<file path="src/pkg/sro_pkg.sv">
// Shared constants for the strobed four-channel register output port.
package sro_pkg;

  ////////////////////////////////////////////////////////////////////////////
  // Port geometry.
  ////////////////////////////////////////////////////////////////////////////

  // Number of output channels, each one word wide.
  localparam int NUM_CHAN = 4;
  // Width of one channel word and of the shared data lines.
  localparam int WORD_W = 16;
  // Width of the whole captured set of four words.
  localparam int SET_W = NUM_CHAN * WORD_W;
  // Depth of the buffer between the backplane capture and the field sequencer.
  localparam int FIFO_DEPTH = 4;
  // Bit position of channel one inside a captured set; channel n sits n-1 words higher.
  localparam int CHAN_ONE_LSB = 0;

  ////////////////////////////////////////////////////////////////////////////
  // Timing.
  ////////////////////////////////////////////////////////////////////////////

  // System clock rate in MHz and period in ns.
  localparam int CLK_MHZ = 125;
  localparam int CLK_NS = 8;
  // Width of each strobe pulse in microseconds.
  localparam int STROBE_US = 200;
  // Strobe width in clock cycles.
  localparam int STROBE_CYC = STROBE_US * CLK_MHZ;
  // Data set-up time ahead of a strobe, in ns, rounded up to cycles.
  localparam int SETUP_NS = 1000;
  localparam int SETUP_CYC = (SETUP_NS + CLK_NS - 1) / CLK_NS;
  // Data hold time after a strobe, in ns, rounded up to cycles.
  localparam int HOLD_NS = 1000;
  localparam int HOLD_CYC = (HOLD_NS + CLK_NS - 1) / CLK_NS;
  // Longest time from a backplane write to the finished field update, in us.
  localparam int RESPONSE_US = 11300;
  // Longest response in cycles, rounded down.
  localparam int RESPONSE_CYC = RESPONSE_US * CLK_MHZ;
  // Width of the phase counter; holds the longest phase.
  localparam int CNT_W = 16;

  ////////////////////////////////////////////////////////////////////////////
  // Number formats.
  ////////////////////////////////////////////////////////////////////////////

  // Largest value that four decimal digits can carry.
  localparam logic [15:0] BCD_MAX = 16'h270F;
  // Largest value of one decimal digit.
  localparam logic [3:0] DIGIT_MAX = 4'h9;

  // Sequencer states, one-hot.
  typedef enum logic [3:0] {
    SRO_IDLE = 4'b0001,
    SRO_SETUP = 4'b0010,
    SRO_STROBE = 4'b0100,
    SRO_HOLD = 4'b1000
  } sro_state_t;

endpackage

</file>
<file path="src/rtl/sro_fifo.sv">
// Small synchronous FIFO with valid and ready on both sides.
`timescale 1ns/10ps
module sro_fifo #(
  parameter int WIDTH = 64,
  parameter int DEPTH = 4
) (
  input wire logic sys_clk_in,
  input wire logic rst_in,
  input wire logic [WIDTH-1:0] in_data_in,
  input wire logic in_valid_in,
  output logic in_ready_out,
  output logic [WIDTH-1:0] out_data_out,
  output logic out_valid_out,
  input wire logic out_ready_in
);

  localparam int PTR_W = (DEPTH > 1) ? $clog2(DEPTH) : 1;

  // Storage array, one entry per buffered word.
  logic [WIDTH-1:0] mem_q [DEPTH];
  // Read and write pointers.
  logic [PTR_W-1:0] rd_ptr_q;
  logic [PTR_W-1:0] wr_ptr_q;
  // Number of entries held.
  logic [PTR_W:0] count_q;
  logic [PTR_W:0] count_d;

  // Handshakes that really move a word.
  wire push_w = in_valid_in && in_ready_out;
  wire pop_w = out_valid_out && out_ready_in;

  assign out_data_out = mem_q[rd_ptr_q];

  // The count moves by one on a push or a pop, and stays on both.
  always_comb begin
    count_d = count_q;
    if (push_w && !pop_w) begin
      count_d = count_q + 1'b1;
    end else if (pop_w && !push_w) begin
      count_d = count_q - 1'b1;
    end
  end

  // Pointers and flags are registered, so ready and valid are clean flops.
  always_ff @(posedge sys_clk_in or posedge rst_in) begin
    if (rst_in) begin
      rd_ptr_q <= '0;
      wr_ptr_q <= '0;
      count_q <= '0;
      in_ready_out <= 1'b1;
      out_valid_out <= 1'b0;
    end else begin
      if (push_w) begin
        wr_ptr_q <= (wr_ptr_q == PTR_W'(DEPTH - 1)) ? '0 : wr_ptr_q + 1'b1;
      end
      if (pop_w) begin
        rd_ptr_q <= (rd_ptr_q == PTR_W'(DEPTH - 1)) ? '0 : rd_ptr_q + 1'b1;
      end
      count_q <= count_d;
      in_ready_out <= (count_d != (PTR_W + 1)'(DEPTH));
      out_valid_out <= (count_d != '0);
    end
  end

  // Data entries need no reset.
  always_ff @(posedge sys_clk_in) begin
    if (push_w) begin
      mem_q[wr_ptr_q] <= in_data_in;
    end
  end

endmodule

</file>
<file path="src/rtl/sro_port.sv">
// Strobed four-channel register output port with field sequencer.
`timescale 1ns/10ps

// How it works
// - Four 16-bit channel words, one shared path.
// - Decimal mode carries four digits, 0000 to 9999.
// - Binary mode drives full unsigned range to FFFF.
// - Each channel word tied to exactly one strobe.
// - Only the strobed field device accepts data.
// - All data lines reach every device in parallel.
// - All four words captured in one write.
// - Polarity switch sets level of all strobes after reset; reset drives all high.
// - Format switch chooses decimal or binary words.
// - Mapping type plus switch gives the format.
// - Field update finishes within 11.3 ms.
// - Words writable as all 64 bits or as masked bits.
module sro_port #(
  parameter int STROBE_CYC = sro_pkg::STROBE_CYC,
  parameter int RESPONSE_CYC = sro_pkg::RESPONSE_CYC
) (
  input wire logic sys_clk_in,
  input wire logic rst_in,
  input wire logic bus_write_in,
  input wire logic [sro_pkg::SET_W-1:0] bus_words_in,
  input wire logic [sro_pkg::SET_W-1:0] bus_bit_mask_in,
  input wire logic word_mapped_in,
  input wire logic map_bcd_in,
  input wire logic format_bcd_switch_in,
  input wire logic strobe_polarity_switch_in,
  output logic bus_ready_out,
  output logic [sro_pkg::WORD_W-1:0] data_out,
  output logic [sro_pkg::NUM_CHAN-1:0] strobe_out,
  output logic busy_out,
  output logic fmt_bcd_out,
  output logic fmt_error_out,
  output logic range_error_out
);

  ////////////////////////////////////////////////////////////////////////////
  // Declarations.
  ////////////////////////////////////////////////////////////////////////////

  // Channel words as the controller last wrote them.
  logic [sro_pkg::SET_W-1:0] hold_q;
  logic [sro_pkg::SET_W-1:0] hold_d;
  // Switch synchronisers; only the second stage is read.
  logic [1:0] sw_meta_q;
  logic [1:0] sw_sync_q;
  // Set being sent to the field.
  logic [sro_pkg::SET_W-1:0] cur_set_q;
  // Sequencer state, phase counter and current channel.
  sro_pkg::sro_state_t state_q;
  sro_pkg::sro_state_t state_d;
  logic [sro_pkg::CNT_W-1:0] cnt_q;
  logic [sro_pkg::CNT_W-1:0] cnt_d;
  logic [1:0] chan_q;
  logic [1:0] chan_d;
  // Registered outputs and their next values.
  logic [sro_pkg::WORD_W-1:0] data_d;
  logic [sro_pkg::NUM_CHAN-1:0] strobe_d;
  logic range_err_d;
  // Polarity that the strobe lines were last driven with.
  logic pol_q;
  // FIFO handshake.
  logic fifo_valid;
  logic [sro_pkg::SET_W-1:0] fifo_data;

  // Synchronised switches.
  wire sw_bcd_w = sw_sync_q[0];
  wire sw_pol_w = sw_sync_q[1];

  ////////////////////////////////////////////////////////////////////////////
  // Format helpers.
  ////////////////////////////////////////////////////////////////////////////

  // Converts a binary word to five decimal digits by shift and add-three.
  function automatic logic [19:0] bin_to_bcd(input logic [15:0] bin);
    logic [35:0] acc;
    acc = {20'h0_0000, bin};
    for (int i = 0; i < 16; i++) begin
      for (int d = 0; d < 5; d++) begin
        if (acc[16 + 4*d +: 4] > 4'h4) begin
          acc[16 + 4*d +: 4] = acc[16 + 4*d +: 4] + 4'h3;
        end
      end
      acc = {acc[34:0], 1'b0};
    end
    return acc[35:16];
  endfunction

  // True when any nibble of the word is not a decimal digit.
  function automatic logic bad_digit(input logic [15:0] w);
    logic bad;
    bad = 1'b0;
    for (int d = 0; d < 4; d++) begin
      if (w[4*d +: 4] > sro_pkg::DIGIT_MAX) begin
        bad = 1'b1;
      end
    end
    return bad;
  endfunction

  // Word of the selected channel from the set being sent.
  function automatic logic [15:0] pick(input logic [sro_pkg::SET_W-1:0] s,
                                       input logic [1:0] c);
    return s[sro_pkg::CHAN_ONE_LSB + sro_pkg::WORD_W*c +: sro_pkg::WORD_W];
  endfunction

  ////////////////////////////////////////////////////////////////////////////
  // Backplane capture.
  ////////////////////////////////////////////////////////////////////////////

  // Word mapping replaces all four words; bit mapping touches masked bits only.
  assign hold_d = word_mapped_in ? bus_words_in
                : (hold_q & ~bus_bit_mask_in) | (bus_words_in & bus_bit_mask_in);

  // A write lands in the holding words only when the buffer can take the set.
  always_ff @(posedge sys_clk_in or posedge rst_in) begin
    if (rst_in) begin
      hold_q <= '0;
    end else if (bus_write_in && bus_ready_out) begin
      hold_q <= hold_d;
    end
  end

  // The complete set is queued so the field side paces itself.
  sro_fifo #(
    .WIDTH(sro_pkg::SET_W),
    .DEPTH(sro_pkg::FIFO_DEPTH)
  ) u_fifo (
    .sys_clk_in(sys_clk_in),
    .rst_in(rst_in),
    .in_data_in(hold_d),
    .in_valid_in(bus_write_in),
    .in_ready_out(bus_ready_out),
    .out_data_out(fifo_data),
    .out_valid_out(fifo_valid),
    .out_ready_in(state_q == sro_pkg::SRO_IDLE)
  );

  ////////////////////////////////////////////////////////////////////////////
  // Switch synchronisers and format status.
  ////////////////////////////////////////////////////////////////////////////

  // Toggle switches are asynchronous pins and pass two flops first.
  always_ff @(posedge sys_clk_in or posedge rst_in) begin
    if (rst_in) begin
      sw_meta_q <= '0;
      sw_sync_q <= '0;
      fmt_bcd_out <= 1'b0;
      fmt_error_out <= 1'b0;
    end else begin
      sw_meta_q <= {strobe_polarity_switch_in, format_bcd_switch_in};
      sw_sync_q <= sw_meta_q;
      fmt_bcd_out <= sw_bcd_w || map_bcd_in;
      fmt_error_out <= sw_bcd_w && map_bcd_in;
    end
  end

  ////////////////////////////////////////////////////////////////////////////
  // Field sequencer.
  ////////////////////////////////////////////////////////////////////////////

  // Formatted word for the channel about to be driven.
  wire [1:0] next_chan_w = (state_q == sro_pkg::SRO_IDLE) ? 2'd0 : chan_q + 2'd1;
  wire [15:0] raw_w = (state_q == sro_pkg::SRO_IDLE) ? pick(fifo_data, 2'd0)
                                                      : pick(cur_set_q, next_chan_w);
  wire [19:0] conv_w = bin_to_bcd(raw_w);
  // The switch in decimal position converts; binary position passes the word.
  wire [15:0] fmt_w = sw_bcd_w ? conv_w[15:0] : raw_w;
  wire fmt_range_w = sw_bcd_w ? (raw_w > sro_pkg::BCD_MAX)
                   : (map_bcd_in && bad_digit(raw_w));
  wire cnt_zero_w = (cnt_q == '0);
  // Active strobe level follows the polarity switch for every line.
  wire [3:0] strobe_idle_w = {4{~sw_pol_w}};

  // Each channel runs set-up, strobe and hold; channels go one to four.
  always_comb begin
    state_d = state_q;
    cnt_d = cnt_q;
    chan_d = chan_q;
    data_d = data_out;
    range_err_d = range_error_out;
    strobe_d = strobe_idle_w;
    case (state_q)
      sro_pkg::SRO_IDLE: begin
        if (fifo_valid) begin
          chan_d = 2'd0;
          data_d = fmt_w;
          range_err_d = fmt_range_w;
          cnt_d = sro_pkg::CNT_W'(sro_pkg::SETUP_CYC - 1);
          state_d = sro_pkg::SRO_SETUP;
        end
      end
      sro_pkg::SRO_SETUP: begin
        cnt_d = cnt_q - 1'b1;
        if (cnt_zero_w) begin
          cnt_d = sro_pkg::CNT_W'(STROBE_CYC - 1);
          state_d = sro_pkg::SRO_STROBE;
          strobe_d = strobe_idle_w ^ (4'b0001 << chan_q);
        end
      end
      sro_pkg::SRO_STROBE: begin
        cnt_d = cnt_q - 1'b1;
        strobe_d = strobe_idle_w ^ (4'b0001 << chan_q);
        if (cnt_zero_w) begin
          strobe_d = strobe_idle_w;
          cnt_d = sro_pkg::CNT_W'(sro_pkg::HOLD_CYC - 1);
          state_d = sro_pkg::SRO_HOLD;
        end
      end
      sro_pkg::SRO_HOLD: begin
        cnt_d = cnt_q - 1'b1;
        if (cnt_zero_w) begin
          if (chan_q == 2'd3) begin
            state_d = sro_pkg::SRO_IDLE;
          end else begin
            chan_d = next_chan_w;
            data_d = fmt_w;
            range_err_d = fmt_range_w;
            cnt_d = sro_pkg::CNT_W'(sro_pkg::SETUP_CYC - 1);
            state_d = sro_pkg::SRO_SETUP;
          end
        end
      end
      default: begin
        state_d = sro_pkg::SRO_IDLE;
      end
    endcase
  end

  // Sequencer registers; data lines feed all devices in parallel.
  always_ff @(posedge sys_clk_in or posedge rst_in) begin
    if (rst_in) begin
      state_q <= sro_pkg::SRO_IDLE;
      cnt_q <= '0;
      chan_q <= '0;
      cur_set_q <= '0;
      data_out <= '0;
      strobe_out <= '1;
      pol_q <= 1'b0;
      busy_out <= 1'b0;
      range_error_out <= 1'b0;
    end else begin
      state_q <= state_d;
      cnt_q <= cnt_d;
      chan_q <= chan_d;
      if (state_q == sro_pkg::SRO_IDLE && fifo_valid) begin
        cur_set_q <= fifo_data;
      end
      data_out <= data_d;
      strobe_out <= strobe_d;
      pol_q <= sw_pol_w;
      busy_out <= (state_d != sro_pkg::SRO_IDLE);
      range_error_out <= range_err_d;
    end
  end

  ////////////////////////////////////////////////////////////////////////////
  // Assertions and their helper counters.
  ////////////////////////////////////////////////////////////////////////////

  // Length of the strobe now running and time since the sequencer left idle.
  logic [sro_pkg::CNT_W:0] width_q;
  logic [31:0] busy_cnt_q;
  // Active mask is taken against the polarity the lines were driven with.
  // Using the live switch instead would show all four lines active for one
  // cycle whenever the polarity switch flips.
  wire [3:0] strobe_act_w = strobe_out ^ {4{~pol_q}};
  always_ff @(posedge sys_clk_in or posedge rst_in) begin
    if (rst_in) begin
      width_q <= '0;
      busy_cnt_q <= '0;
    end else begin
      width_q <= (strobe_act_w != '0) ? width_q + 1'b1 : '0;
      busy_cnt_q <= busy_out ? busy_cnt_q + 1'b1 : '0;
    end
  end

  strobe_onehot_a: assert property (@(posedge sys_clk_in) disable iff (rst_in)
    $onehot0(strobe_act_w))
    else $error("more than one strobe active");

  strobe_width_a: assert property (@(posedge sys_clk_in) disable iff (rst_in)
    $past(strobe_act_w) != '0 && strobe_act_w == '0 && $stable(sw_pol_w)
      |-> width_q == (sro_pkg::CNT_W + 1)'(STROBE_CYC))
    else $error("strobe width wrong");

  data_stable_a: assert property (@(posedge sys_clk_in) disable iff (rst_in)
    state_q inside {sro_pkg::SRO_STROBE, sro_pkg::SRO_HOLD} |-> $stable(data_out))
    else $error("data moved around strobe");

  idle_level_a: assert property (@(posedge sys_clk_in) disable iff (rst_in)
    state_q == sro_pkg::SRO_IDLE && $stable(sw_pol_w) ##1 $stable(sw_pol_w)
      |-> strobe_out == {4{~sw_pol_w}})
    else $error("idle strobe level wrong");

  word_capture_a: assert property (@(posedge sys_clk_in) disable iff (rst_in)
    bus_write_in && bus_ready_out && word_mapped_in |=> hold_q == $past(bus_words_in))
    else $error("four words not captured together");

  bit_mask_a: assert property (@(posedge sys_clk_in) disable iff (rst_in)
    bus_write_in && !word_mapped_in
      |=> (hold_q & ~$past(bus_bit_mask_in)) == ($past(hold_q) & ~$past(bus_bit_mask_in)))
    else $error("unmasked bit changed");

  chan_order_a: assert property (@(posedge sys_clk_in) disable iff (rst_in)
    state_q == sro_pkg::SRO_HOLD && cnt_zero_w && chan_q != 2'd3
      |=> chan_q == $past(chan_q) + 2'd1 && state_q == sro_pkg::SRO_SETUP)
    else $error("channels out of order");

  response_a: assert property (@(posedge sys_clk_in) disable iff (rst_in)
    busy_out |-> busy_cnt_q < 32'(RESPONSE_CYC))
    else $error("field update too slow");

  format_err_a: assert property (@(posedge sys_clk_in) disable iff (rst_in)
    ##1 fmt_error_out == $past(sw_bcd_w && map_bcd_in))
    else $error("format error flag wrong");

  strobe_data_a: assert property (@(posedge sys_clk_in) disable iff (rst_in)
    state_q == sro_pkg::SRO_STROBE && !sw_bcd_w && $stable(sw_bcd_w)
      && $past(state_q) == sro_pkg::SRO_SETUP
      |-> data_out == pick(cur_set_q, chan_q))
    else $error("wrong channel word driven");

endmodule

</file>
<file path="config.mk">
export PLATFORM = sky130hd
export DESIGN_NAME = sro_port
export DESIGN_NICKNAME = d
export VERILOG_FILES = /design/src/pkg/sro_pkg.sv /design/src/rtl/sro_fifo.sv /design/src/rtl/sro_port.sv
export SDC_FILE = /design/constraint.sdc
export NUM_CORES = 1
export LEC_CHECK = 0
export ABC_AREA = 1
export ABC_CLOCK_PERIOD_IN_PS = 11320
export BUFFER_PORTS_ARGS = -buffer_cell sky130_fd_sc_hd__buf_2
export CAP_MARGIN = 25
export CORE_ASPECT_RATIO = 1.4
export CORE_MARGIN = 3
export CORE_UTILIZATION = 55
export DETAILED_ROUTE_END_ITERATION = 12
export GPL_ROUTABILITY_DRIVEN = 0
export GPL_TIMING_DRIVEN = 0
export PLACE_DENSITY = 0.73
export SYNTH_ARGS = -nofsm -noshare
export SYNTH_HDL_FRONTEND = slang
export SYNTH_SLANG_ARGS = --single-unit
export TNS_END_PERCENT = 20
</file>
<file path="constraint.sdc">
create_clock -name sys_clk_in -period 11.32 [get_ports sys_clk_in]
set_input_delay 1.132 -clock sys_clk_in [delete_from_list [all_inputs] [get_ports sys_clk_in]]
set_output_delay 1.132 -clock sys_clk_in [all_outputs]
set_load 0.05 [all_outputs]
</file>
==> run_results.csv, run 1 <==
group,metric,value,unit
run_status,outcome,"finished, final reports clean",
setup_path,critPathMaxFanout,8,
sta,post-route-period-util,91.8,%
synth,synth_area_per_cell,8.47,sq um
sta,fmax,0.0962,GHz
synth,synthFlopType,"edfxtp_1",
placed_design,numPortBuffers,159,
min_path,hold_class,"flip-flop to flip-flop",
sta,setup_violations,0,
global_routing,grt-ovfl-total,0,
floorplan,io_pins,160,
finish,drive_above_1_share,14.6,%
drt,route.detailed.drc,0,
floorplan,num_rows,90,
clock_tree,holdBufCountCts,0,
sta,layout_min_cycle_time,10.39,ns
drt,ant_nets,0,
setup_path,critPathArrivalTime,10.85,ns
synth,async_reset_ff_share,42.2,%
run,cap_violations,0,
setup_path,worstSetupEndpointType,"flip-flop",
synth,synthDistinctLibCells,59,
sta,hold_viol_final,0,
setup_path,worstSetupStartpointType,"flip-flop",
min_path,min_from,"sw_meta_q[0]",
clock_tree,clock_tree.root_cell,"clkbuf_16",
setup_path,crit_start,"chan_q[0]",
synth,synth_xor_area_share,1.13,%
global_routing,grt_pass1_wl,102000,microns
floorplan,dieWidth,183,microns
finish,postLayoutCellArea,0.0274,sq mm
clock_tree,clock_insertion_delay_worst_skew,0.57,ns
setup_path,path_buf_inv,16,
synth,synth.ff_latch_count,443,
finish,final_cell_mix,"nand2_1 (704), inv_1 (326), o21ai_0 (280)",
setup_path,cp_common_cell,"nand2_1",
placed_design,dpl_cell_area,0.0259,sq mm
floorplan,dieArea,0.0464,sq mm
synth,synth_compound_area_share,13.9,%
setup_path,cp.required,11.77,ns
synth,muxShareOfSynthArea,0.0415,%
sta,slew_violations,0,
synth,synthCells,2846,
setup_path,cp_top_family,"simple AND/OR/NAND/NOR gates",
finish,n_antenna_cell,0,
global_routing,grt_max_degree,96,
clock_tree,cts_tree,"yes",
drt,drt_iter0_drc,1800,
clock_tree,cts_buffers,43,
synth,synth_top_cell_by_area,"edfxtp_1",
synth,syn_nets,3027,
synth,synth_top_family_by_area,"simple AND/OR/NAND/NOR gates",
drt,drt_pass1_iterations,5,
finish,n_fill_cell,3652,
finish,areaGrowthSynthToFinish,13.8,%
floorplan,core,0.0432,sq mm
sta,skew,0.0169,ns
global_routing,grt_usage,27.4,%
drt,routed_wirelength,64200,microns
sta,worst_pin_slew,1.02,ns
clock_tree,cts_max_level,2,
synth,synth_top_area_share,31.9,%
sta,hold_slack,0.350,ns
setup_path,crit_type,"flip-flop to flip-flop",
global_routing,grt_pass1_vias,20342,
global_routing,antenna_found_initial,0,
drt,route.detailed.wl_per_inst,17.6,microns
floorplan,floorplan.initialDensity,55.7,%
synth,syn_area,0.0241,sq mm
clock_tree,cts.sinks,443,
drt,vias,20560,
drt,viasPerCell,5.63,
synth,yosys_warnings,0,
synth,synth_edf_count,256,
clock_tree,cts.clk_slew.worst_paths,0.07,ns
synth,synthAdderAreaFrac,2.39,%
sta,relSlewSlack,31.7,%
clock_tree,clockBufferDepth,3,
finish,final_common_cell,"nand2_1",
synth,yosys-top-cells-area,"edfxtp_1 (32%), dfrtp_1 (19%), nand2_1 (11%)",
floorplan,die_y,254,microns
synth,yosysSeqAreaShare,51.4,%
sta,final.setup.tns,0,ns
synth,synth-simple-area-share,23.7,%
finish,nets,3243,
setup_path,cp_slowest_cell,"dfrtp_2",
setup_path,max_stage_delay,0.39,ns
setup_path,regToRegStartpoint,"chan_q[0]",
placed_design,hpwl,47600,microns
==> metrics by stage <==
stage	setup slack, ns	util [%]	cells
floorplan	2.30	-	2846
global route	-0.0156	63.4	3649
global placement	0.954	59.2	3557
finish	0.927	63.4	3649
detailed placement	0.527	59.8	3567
CTS	0.498	63.3	3647
==> worst paths after layout <==
path / to / slack (ns) / cells after the start
min reg2reg: sw_sync_q[0] / 0.35 / 0
max reg2reg: data_out[1] / 0.93 / 76
min: sw_sync_q[0] / 0.35 / 0
max: data_out[1] / 0.93 / 76
max in group asynchronous: hold_q[57] / 9.68 / 3
min in group asynchronous: cnt_q[0] / 0.70 / 2
==> logic make-up (layout without fill, tap and decap cells) <==
group | after synthesis | count (layout)
AO/OA/AOI/OAI | 587 | 587
XOR/XNOR | 28 | 28
adder cells (fa/ha/maj) | 46 | 46
buffers and inverters | 468 | 719
flip-flops | 443 | 443
multiplexers | 1 | 1
AND/OR/NAND/NOR | 1273 | 1273
==> per-layer routing <==
metal | vias to the layer above | part of all wire [%] | routed length (microns) | GRT usage [%]
met5 | - | 0 | 0 | 0
li1 | 9935 | - | - | -
met3 | 174 | 4.9 | 3130 | 2.94
met2 | 694 | 52 | 33700 | 51.1
met1 | 9757 | 38 | 24200 | 31.1
met4 | 0 | 5.0 | 3200 | 13.3
==> state kept, by name, summed over array words and instances, names as in the netlist, 2 cells and up <==
signal and flops:
sw_meta_q 2, data_out 16, hold_q 64, strobe_out 4
state_q 4, u_fifo.mem_q 256, sw_sync_q 2, u_fifo.rd_ptr_q 2
cur_set_q 64, cnt_q 16, u_fifo.count_q 3, u_fifo.wr_ptr_q 2
chan_q 2
==> repair_timing <==
item                       4_1_cts  5_1_grt
setup buffers                    0        2
setup endpoints to repair        0       12
gates resized for setup          0        6
==> worst reg2reg max path: cells and delay by family (launching register included) <==
kind	cells	cell delay, ns
buffers and inverters	16	1.46
adders and majority gates	12	2.77
DFF	1	0.39
xor gates and xnor gates	3	0.54
AOI/OAI and AO/OA	3	0.58
and+or+nand+nor	42	4.57
==> area by class of cell <==
cell class,instances,area [sq um],share of cell area (%)
multi-input combinational,1935,10000,36.5
timing repair buffer,171,1040,3.80
inverter,367,1390,5.07
clock inverter,31,400,1.46
clock buffer,49,1110,4.04
tap,552,691,2.52
sequential,443,12400,45.1
buffer,101,409,1.49
==> synthesized netlist by cell type (10+ instances only) <==
| cell | number |
|---|---|
| nand2_1 | 704 |
| inv_1 | 327 |
| o21ai_0 | 280 |
| edfxtp_1 | 256 |
| nor2_1 | 205 |
| nand3_1 | 197 |
| dfrtp_1 | 181 |
| a21oi_1 | 99 |
| clkbuf_1 | 80 |
| a31oi_1 | 66 |
| nand2_2 | 65 |
| o22ai_1 | 62 |
| ha_1 | 46 |
| inv_2 | 34 |
| nand3_2 | 26 |
| o21ai_1 | 21 |
| nand2_4 | 18 |
| xor2_1 | 18 |
| buf_1 | 14 |
| a32o_1 | 13 |
| nand4_1 | 12 |
| or2_2 | 10 |
Power of run 1 is not shown: default switching activity piles up to over one toggle a cycle in this logic, so the estimate is an artifact.
==> inputs of run 2 (changes only) <==
ABC_AREA = unset   (was 1)
SLEW_MARGIN = 15   (was unset)
==> run 2 against run 1 <==
Sequential share of layout area down 4.7 points. Count of clock-buffer cells in the layout up 5. Hold slack better by 0.012 ns. First-iteration DRC count down 19%. Final area up 12%. Critical path depth down 16. Critical path type unchanged. Fmax down 15%. Via count down 7.2%. Flip-flop and latch count unchanged. The run now ends with negative setup slack left.
==> run_results.csv, run 2 <==
group,metric,value,unit
placed_design,post-place-ws,-2.56,ns
pwr,p_leak,11.8,nW
clock_tree,cts_buffers,42,
pwr,sw_frac_of_total,25.9,%
pwr,power.total,4.00,mW
finish,n_fill_cell,2910,
synth,async_reset_ff_share,42.2,%
sta,relSlewSlack,27.8,%
drt,ant_nets,0,
sta,post-route-period-util,108,%
pwr,pwr-share-clk,35.4,%
sta,worst_pin_slew,1.07,ns
sta,hold_slack,0.362,ns
global_routing,grt_pass1_wl,102000,microns
drt,drt_iter0_drc,1455,
setup_path,cp_slowest_cell,"mux4_2",
finish,largest_reg_flops,256,
finish,areaGrowthSynthToFinish,24.6,%
synth,synth.ff_latch_count,443,
synth,muxShareOfSynthArea,15.1,%
pwr,power.internal,2.97,mW
floorplan,die_y,256,microns
synth,synthFlopType,"edfxtp_1",
run_status,violations,"negative setup slack",
finish,largestRegisters,"u_fifo.mem_q (256), cur_set_q (64), hold_q (64)",
synth,synth_top_cell_by_area,"edfxtp_1",
global_routing,grt_usage,27.0,%
setup_path,max_stage_delay,0.56,ns
drt,drt_pass1_iterations,7,
setup_path,critPathMaxFanout,6,
clock_tree,clockBufferDepth,3,
finish,drive_above_1_share,37.6,%
sta,fmax,0.0819,GHz
finish,regMostFlops,"u_fifo.mem_q",
drt,viasPerCell,6.26,
drt,routed_wirelength,67100,microns
synth,synth_top_family_by_area,"multiplexers",
synth,yosys-top-cells-area,"edfxtp_1 (31%), dfrtp_1 (18%), mux4_2 (6.5%)",
synth,synth_edf_count,256,
floorplan,floorplan.initialDensity,55.7,%
setup_path,cp_common_cell,"buf_4",
sta,final.setup.tns,-9.94,ns
setup_path,cp.required,11.83,ns
synth,yosys_warnings,0,
setup_path,worstSetupStartpointType,"flip-flop",
synth,yosysSeqAreaShare,50.4,%
global_routing,antenna_found_initial,0,
setup_path,critPathArrivalTime,12.72,ns
run,cap_violations,0,
synth,synthAdderAreaFrac,2.34,%
synth,synth_compound_area_share,14.3,%
clock_tree,clock_tree.root_cell,"clkbuf_16",
floorplan,dieWidth,185,microns
setup_path,crit_type,"flip-flop to flip-flop",
clock_tree,cts_max_level,2,
drt,vias,19088,
floorplan,core,0.0441,sq mm
placed_design,dp_cells,2814,
pwr,seqPwrFrac,52.1,%
synth,synthCells,2088,
placed_design,numPortBuffers,158,
global_routing,grt-ovfl-total,0,
placed_design,hpwl,44500,microns
run_status,outcome,"complete, but fails checks",
floorplan,dieArea,0.0472,sq mm
finish,final_cell_mix,"nand2_1 (276), edfxtp_1 (256), dfrtp_1 (180)",
finish,fin_cells,3047,
synth,syn_area,0.0245,sq mm
synth,synth_top_area_share,31.3,%
setup_path,path_buf_inv,15,
sta,grt_setup_unrepaired,"yes",
synth,synth-simple-area-share,13.3,%
sta,layout_setup_ws,-0.895,ns
sta,setup_violations,15,
sta,layout_min_cycle_time,12.21,ns
global_routing,grt_pass1_vias,19091,
setup_path,cp_top_family,"compound AO/OA/AOI/OAI gates",
pwr,peakVddDrop,0.141,mV
synth,synthTopCellsByCount,"nand2_1 (278), edfxtp_1 (256), dfrtp_1 (181)",
clock_tree,cts.sinks,443,
drt,route.detailed.wl_per_inst,22.0,microns
clock_tree,cts_tree,"yes",
floorplan,num_rows,91,
finish,final_common_cell,"nand2_1",
clock_tree,cts.clk_slew.worst_paths,0.07,ns
floorplan,io_pins,160,
finish,n_antenna_cell,0,
min_path,hold_class,"flip-flop to flip-flop",
setup_path,worstSetupEndpointType,"flip-flop",
pwr,combPwrFrac,12.5,%
pwr,power_switching,1.04,mW
sta,hold_viol_final,0,
synth,synthDistinctLibCells,128,
synth,yosysMostFrequentCell,"nand2_1",
finish,nets,2636,
sta,skew,0.0265,ns
sta,slew_violations,0,
drt,route.detailed.drc,0,
global_routing,grt_max_degree,76,
synth,syn_nets,2269,
clock_tree,clock_insertion_delay_worst_skew,0.57,ns
pwr,powerDensity,131,mW/mm^2
synth,synth_area_per_cell,11.8,sq um
synth,synth_xor_area_share,1.89,%
## run 2: layout make-up
class	count	area, sq um	area share [%]
buffer	92	512	1.67
clock buffer	54	1120	3.65
clock inverter	24	274	0.896
inverter	51	219	0.716
multi-input combinational	1497	13200	43.0
sequential	443	12400	40.5
tap	558	698	2.28
timing repair buffer	328	2240	7.33
## run 2: through the flow
stage          utilization (%)  cell area (sq um)
4_1_cts                   67.4              29700
3_5_place_dp              60.5              26700
6_report                  69.4              30600
3_3_place_gp              60.0              26400
2_1_floorplan                -              25000
5_1_grt                   69.4              30600
## run 2: what timing repair did
item                       4_1_cts  5_1_grt
cloned                           2        0
buffers inserted               103       61
hold buffers                     0        0
pin swaps                       89       54
gates resized for setup        166       82
setup endpoints to repair       15       15
## run 2: path summary, 6_finish.rpt
kind | from | end | slack [ns] | cells after the start
max in group asynchronous | rst_in | hold_q[36] | 9.64 | 4
max reg2reg | chan_q[0] | data_out[14] | -0.89 | 60
min | sw_meta_q[0] | sw_sync_q[0] | 0.36 | 0
min in group asynchronous | rst_in | hold_q[19] | 0.57 | 2
min reg2reg | sw_meta_q[0] | sw_sync_q[0] | 0.36 | 0
max | chan_q[0] | data_out[14] | -0.89 | 60
## run 2: cells by family after synthesis
family,Yosys count
and+or+nand+nor,686
AOI/OAI and AO/OA,458
DFF,443
muxes,258
buffers and inverters,150
xor gates and xnor gates,47
adders and majority gates,46
## run 2: per-layer routing
| metal | routed length [microns] | vias to the layer above | global-route usage, % | share of wire [%] |
|---|---|---|---|---|
| met2 | 35600 | 737 | 49.3 | 53 |
| met3 | 3490 | 215 | 3.07 | 5.2 |
| met5 | 0 | - | 0 | 0 |
| met4 | 3550 | 0 | 12.1 | 5.3 |
| li1 | - | 8629 | - | - |
| met1 | 24500 | 9507 | 31.7 | 36 |
## run 2: power by group through the flow
stage | clock [mW] | combinational (mW) | sequential, mW
2_1_floorplan | 0 | 0.300 | 2.11
3_3_place_gp | 0 | 0.456 | 2.12
3_5_place_dp | 0 | 0.499 | 2.12
4_1_cts | 1.44 | 0.504 | 2.09
5_1_grt | 1.51 | 0.545 | 2.10
6_report | 1.42 | 0.500 | 2.09
No activity file was read; power rests on OpenSTA's default activity.
==> inputs of run 3 (changes only) <==
SYNTH_HIERARCHICAL = 1   (was unset)
==> run 3 against run 2 <==
The run still ends with negative setup slack left. Final cell count rose by 2.1%. Synthesized cell count rose by 2.6%. Critical path depth did not move.
==> run_results.csv, run 3 <==
group,metric,value,unit
setup_path,cp_top_family,"compound AO/OA/AOI/OAI gates",
floorplan,dieArea,0.0490,sq mm
finish,nets,2647,
synth,synth_xor_area_share,1.70,%
drt,vias,19735,
synth,synthFlopType,"edfxtp_1",
sta,grt_setup_unrepaired,"yes",
clock_tree,cts.sinks,443,
synth,synth_top_area_share,30.1,%
drt,routed_wirelength,67600,microns
synth,synth_top_family_by_area,"multiplexers",
clock_tree,cts.clk_slew.worst_paths,0.07,ns
global_routing,grt_pass1_vias,20136,
synth,yosysSeqAreaShare,48.5,%
sta,fmax,0.0776,GHz
sta,post-route-period-util,114,%
floorplan,floorplan.initialDensity,56.1,%
floorplan,num_rows,92,
synth,synth_edf_count,256,
global_routing,busiest_layer,"met2",
finish,final_common_cell,"edfxtp_1",
synth,synth_area_per_cell,11.9,sq um
sta,skew,0.0257,ns
min_path,hold_depth,0,
synth,synth-simple-area-share,11.7,%
sta,relSlewSlack,29.4,%
setup_path,critPathMaxFanout,6,
global_routing,grt_pass1_wl,106000,microns
global_routing,grt_use_met1,30.1,%
sta,worst_pin_slew,1.03,ns
setup_path,crit_type,"flip-flop to flip-flop",
clock_tree,clock_insertion_delay_worst_skew,0.57,ns
synth,synth_compound_area_share,14.9,%
min_path,min_to,"sw_sync_q[1]",
setup_path,critPathArrivalTime,13.39,ns
synth,synthCells,2143,
setup_path,worst-r2r-setup-slack,-1.57,ns
drt,viasPerCell,6.34,
synth,synthDistinctLibCells,118,
drt,ant_nets,0,
sta,slew_violations,0,
clock_tree,cts_tree,"yes",
sta,setup_violations,15,
setup_path,worstSetupStartpointType,"flip-flop",
placed_design,post-place-ws,-3.57,ns
finish,postLayoutCellArea,0.0309,sq mm
setup_path,path_buf_inv,9,
synth,synthTopCellsByCount,"edfxtp_1 (256), mux2_2 (219), nor2_1 (186)",
clock_tree,clock_tree.root_cell,"clkbuf_16",
setup_path,regToRegStartpoint,"state_q[0]",
finish,final_cell_mix,"edfxtp_1 (256), mux2_2 (213), nor2_1 (178), dfrtp_1 (178), buf_2 (174)",
setup_path,max_stage_delay,0.54,ns
synth,synth_top_cell_by_area,"edfxtp_1",
setup_path,r2r-end,"data_out[14]",
run,cap_violations,0,
placed_design,hpwl,47000,microns
setup_path,cp_common_cell,"ha_4",
sta,hold_viol_final,0,
synth,muxShareOfSynthArea,18.3,%
drt,route.detailed.wl_per_inst,21.7,microns
global_routing,use_met3,2.61,%
clock_tree,clockBufferDepth,3,
finish,largest_reg_flops,256,
synth,yosys-top-cells-area,"edfxtp_1 (30%), dfrtp_1 (18%), mux2_2 (9.7%)",
floorplan,core,0.0455,sq mm
global_routing,antenna_found_initial,0,
synth,syn_nets,2324,
setup_path,cp_slowest_cell,"dfstp_2",
placed_design,dpl_cell_area,0.0276,sq mm
run_status,outcome,"complete, but fails checks",
drt,drt_iter0_drc,1421,
clock_tree,holdBufCountCts,0,
global_routing,grt_max_degree,68,
run_status,violations,"negative setup slack",
floorplan,die_y,261,microns
global_routing,grt-ovfl-total,0,
finish,n_fill_cell,3221,
sta,layout_setup_ws,-1.57,ns
synth,yosys_warnings,6,
sta,hold_slack,0.363,ns
setup_path,cp.required,11.82,ns
sta,layout_min_cycle_time,12.89,ns
synth,yosysMostFrequentCell,"edfxtp_1",
global_routing,grt_usage,27.0,%
floorplan,dieWidth,188,microns
clock_tree,cts_buffers,42,
drt,route.detailed.drc,0,
finish,regMostFlops,"u_fifo/mem_q",
min_path,min_from,"sw_meta_q[1]",
global_routing,use_met2,51.7,%
finish,drive_above_1_share,36.6,%
finish,n_antenna_cell,0,
clock_tree,cts_max_level,2,
finish,areaGrowthSynthToFinish,21.1,%
floorplan,io_pins,160,
min_path,hold_class,"flip-flop to flip-flop",
setup_path,r2r_cells,60,
synth,synth.ff_latch_count,443,
setup_path,worstSetupEndpointType,"flip-flop",
synth,syn_area,0.0255,sq mm
drt,drt_pass1_iterations,6,
finish,largestRegisters,"u_fifo/mem_q (256), cur_set_q (64), hold_q (64)",
synth,synthAdderAreaFrac,2.30,%
synth,async_reset_ff_share,42.2,%
placed_design,numPortBuffers,158,
==> run 3: worst register-to-register path, delay by kind of cell, from the launching register on <==
family / cells / cell delay [ns]
DFF: 1 / 0.54
muxes: 2 / 0.63
AOI/OAI and AO/OA: 21 / 4.58
and+or+nand+nor: 17 / 4.10
xor gates and xnor gates: 3 / 0.59
adders and majority gates: 8 / 1.42
buffers and inverters: 9 / 1.00
==> run 3: worst max path at each step <==
stage,cells past startpoint,endpoint,slack [ns],startpoint
6_report,60,data_out[14],-1.57,state_q[0]
5_1_grt,58,data_out[14],-2.05,chan_q[1]
4_1_cts,59,data_out[14],-1.46,state_q[0]
3_5_place_dp,60,data_out[14],-3.57,u_fifo/rd_ptr_q[0]
3_3_place_gp,60,data_out[14],-3.39,u_fifo/rd_ptr_q[0]
2_1_floorplan,64,data_out[14],-1.34,chan_q[0]
==> run 3: stage by stage <==
step / setup TNS, ns / utilization [%] / cells
6_report: -17.30 / 68.0 / 3111
5_1_grt: -25.07 / 68.0 / 3111
4_1_cts: -17.50 / 66.5 / 3077
3_5_place_dp: -42.77 / 60.7 / 2921
3_3_place_gp: -40.35 / 60.3 / 2912
2_1_floorplan: -9.52 / - / 2143
==> run 3: area by class of cell <==
cell class                      instances  area, sq um  area share, %
Sequential cell                       443        12400           40.1
Tap cell                              611          764           2.47
Inverter                               51          209          0.676
Timing Repair Buffer                  283         1870           6.05
Clock inverter                         31          345           1.12
Multi-Input combinational cell       1557        13700           44.4
Clock buffer                           47         1090           3.53
Buffer                                 88          508           1.64
==> run 3: metal layers <==
metal,vias up,wire (microns)
met4,0,3310
met1,9843,24700
li1,9023,-
met3,188,2820
met2,681,36700
met5,-,0
==> run 3: cell families after synthesis <==
group / after synthesis
xor+xnor: 44
compound gates: 519
buf+inv: 144
flops: 443
fa+ha+maj: 47
mux: 346
simple gates: 600
==> run 3: timing repair <==
action | CTS | global route
pin swaps | 56 | 54
cloned | 1 | 0
gates resized for setup | 116 | 81
buffers inserted | 81 | 34
hold endpoints to repair | 0 | 0
setup endpoints to repair | 15 | 15
Power of run 3 is left out for the same reason.
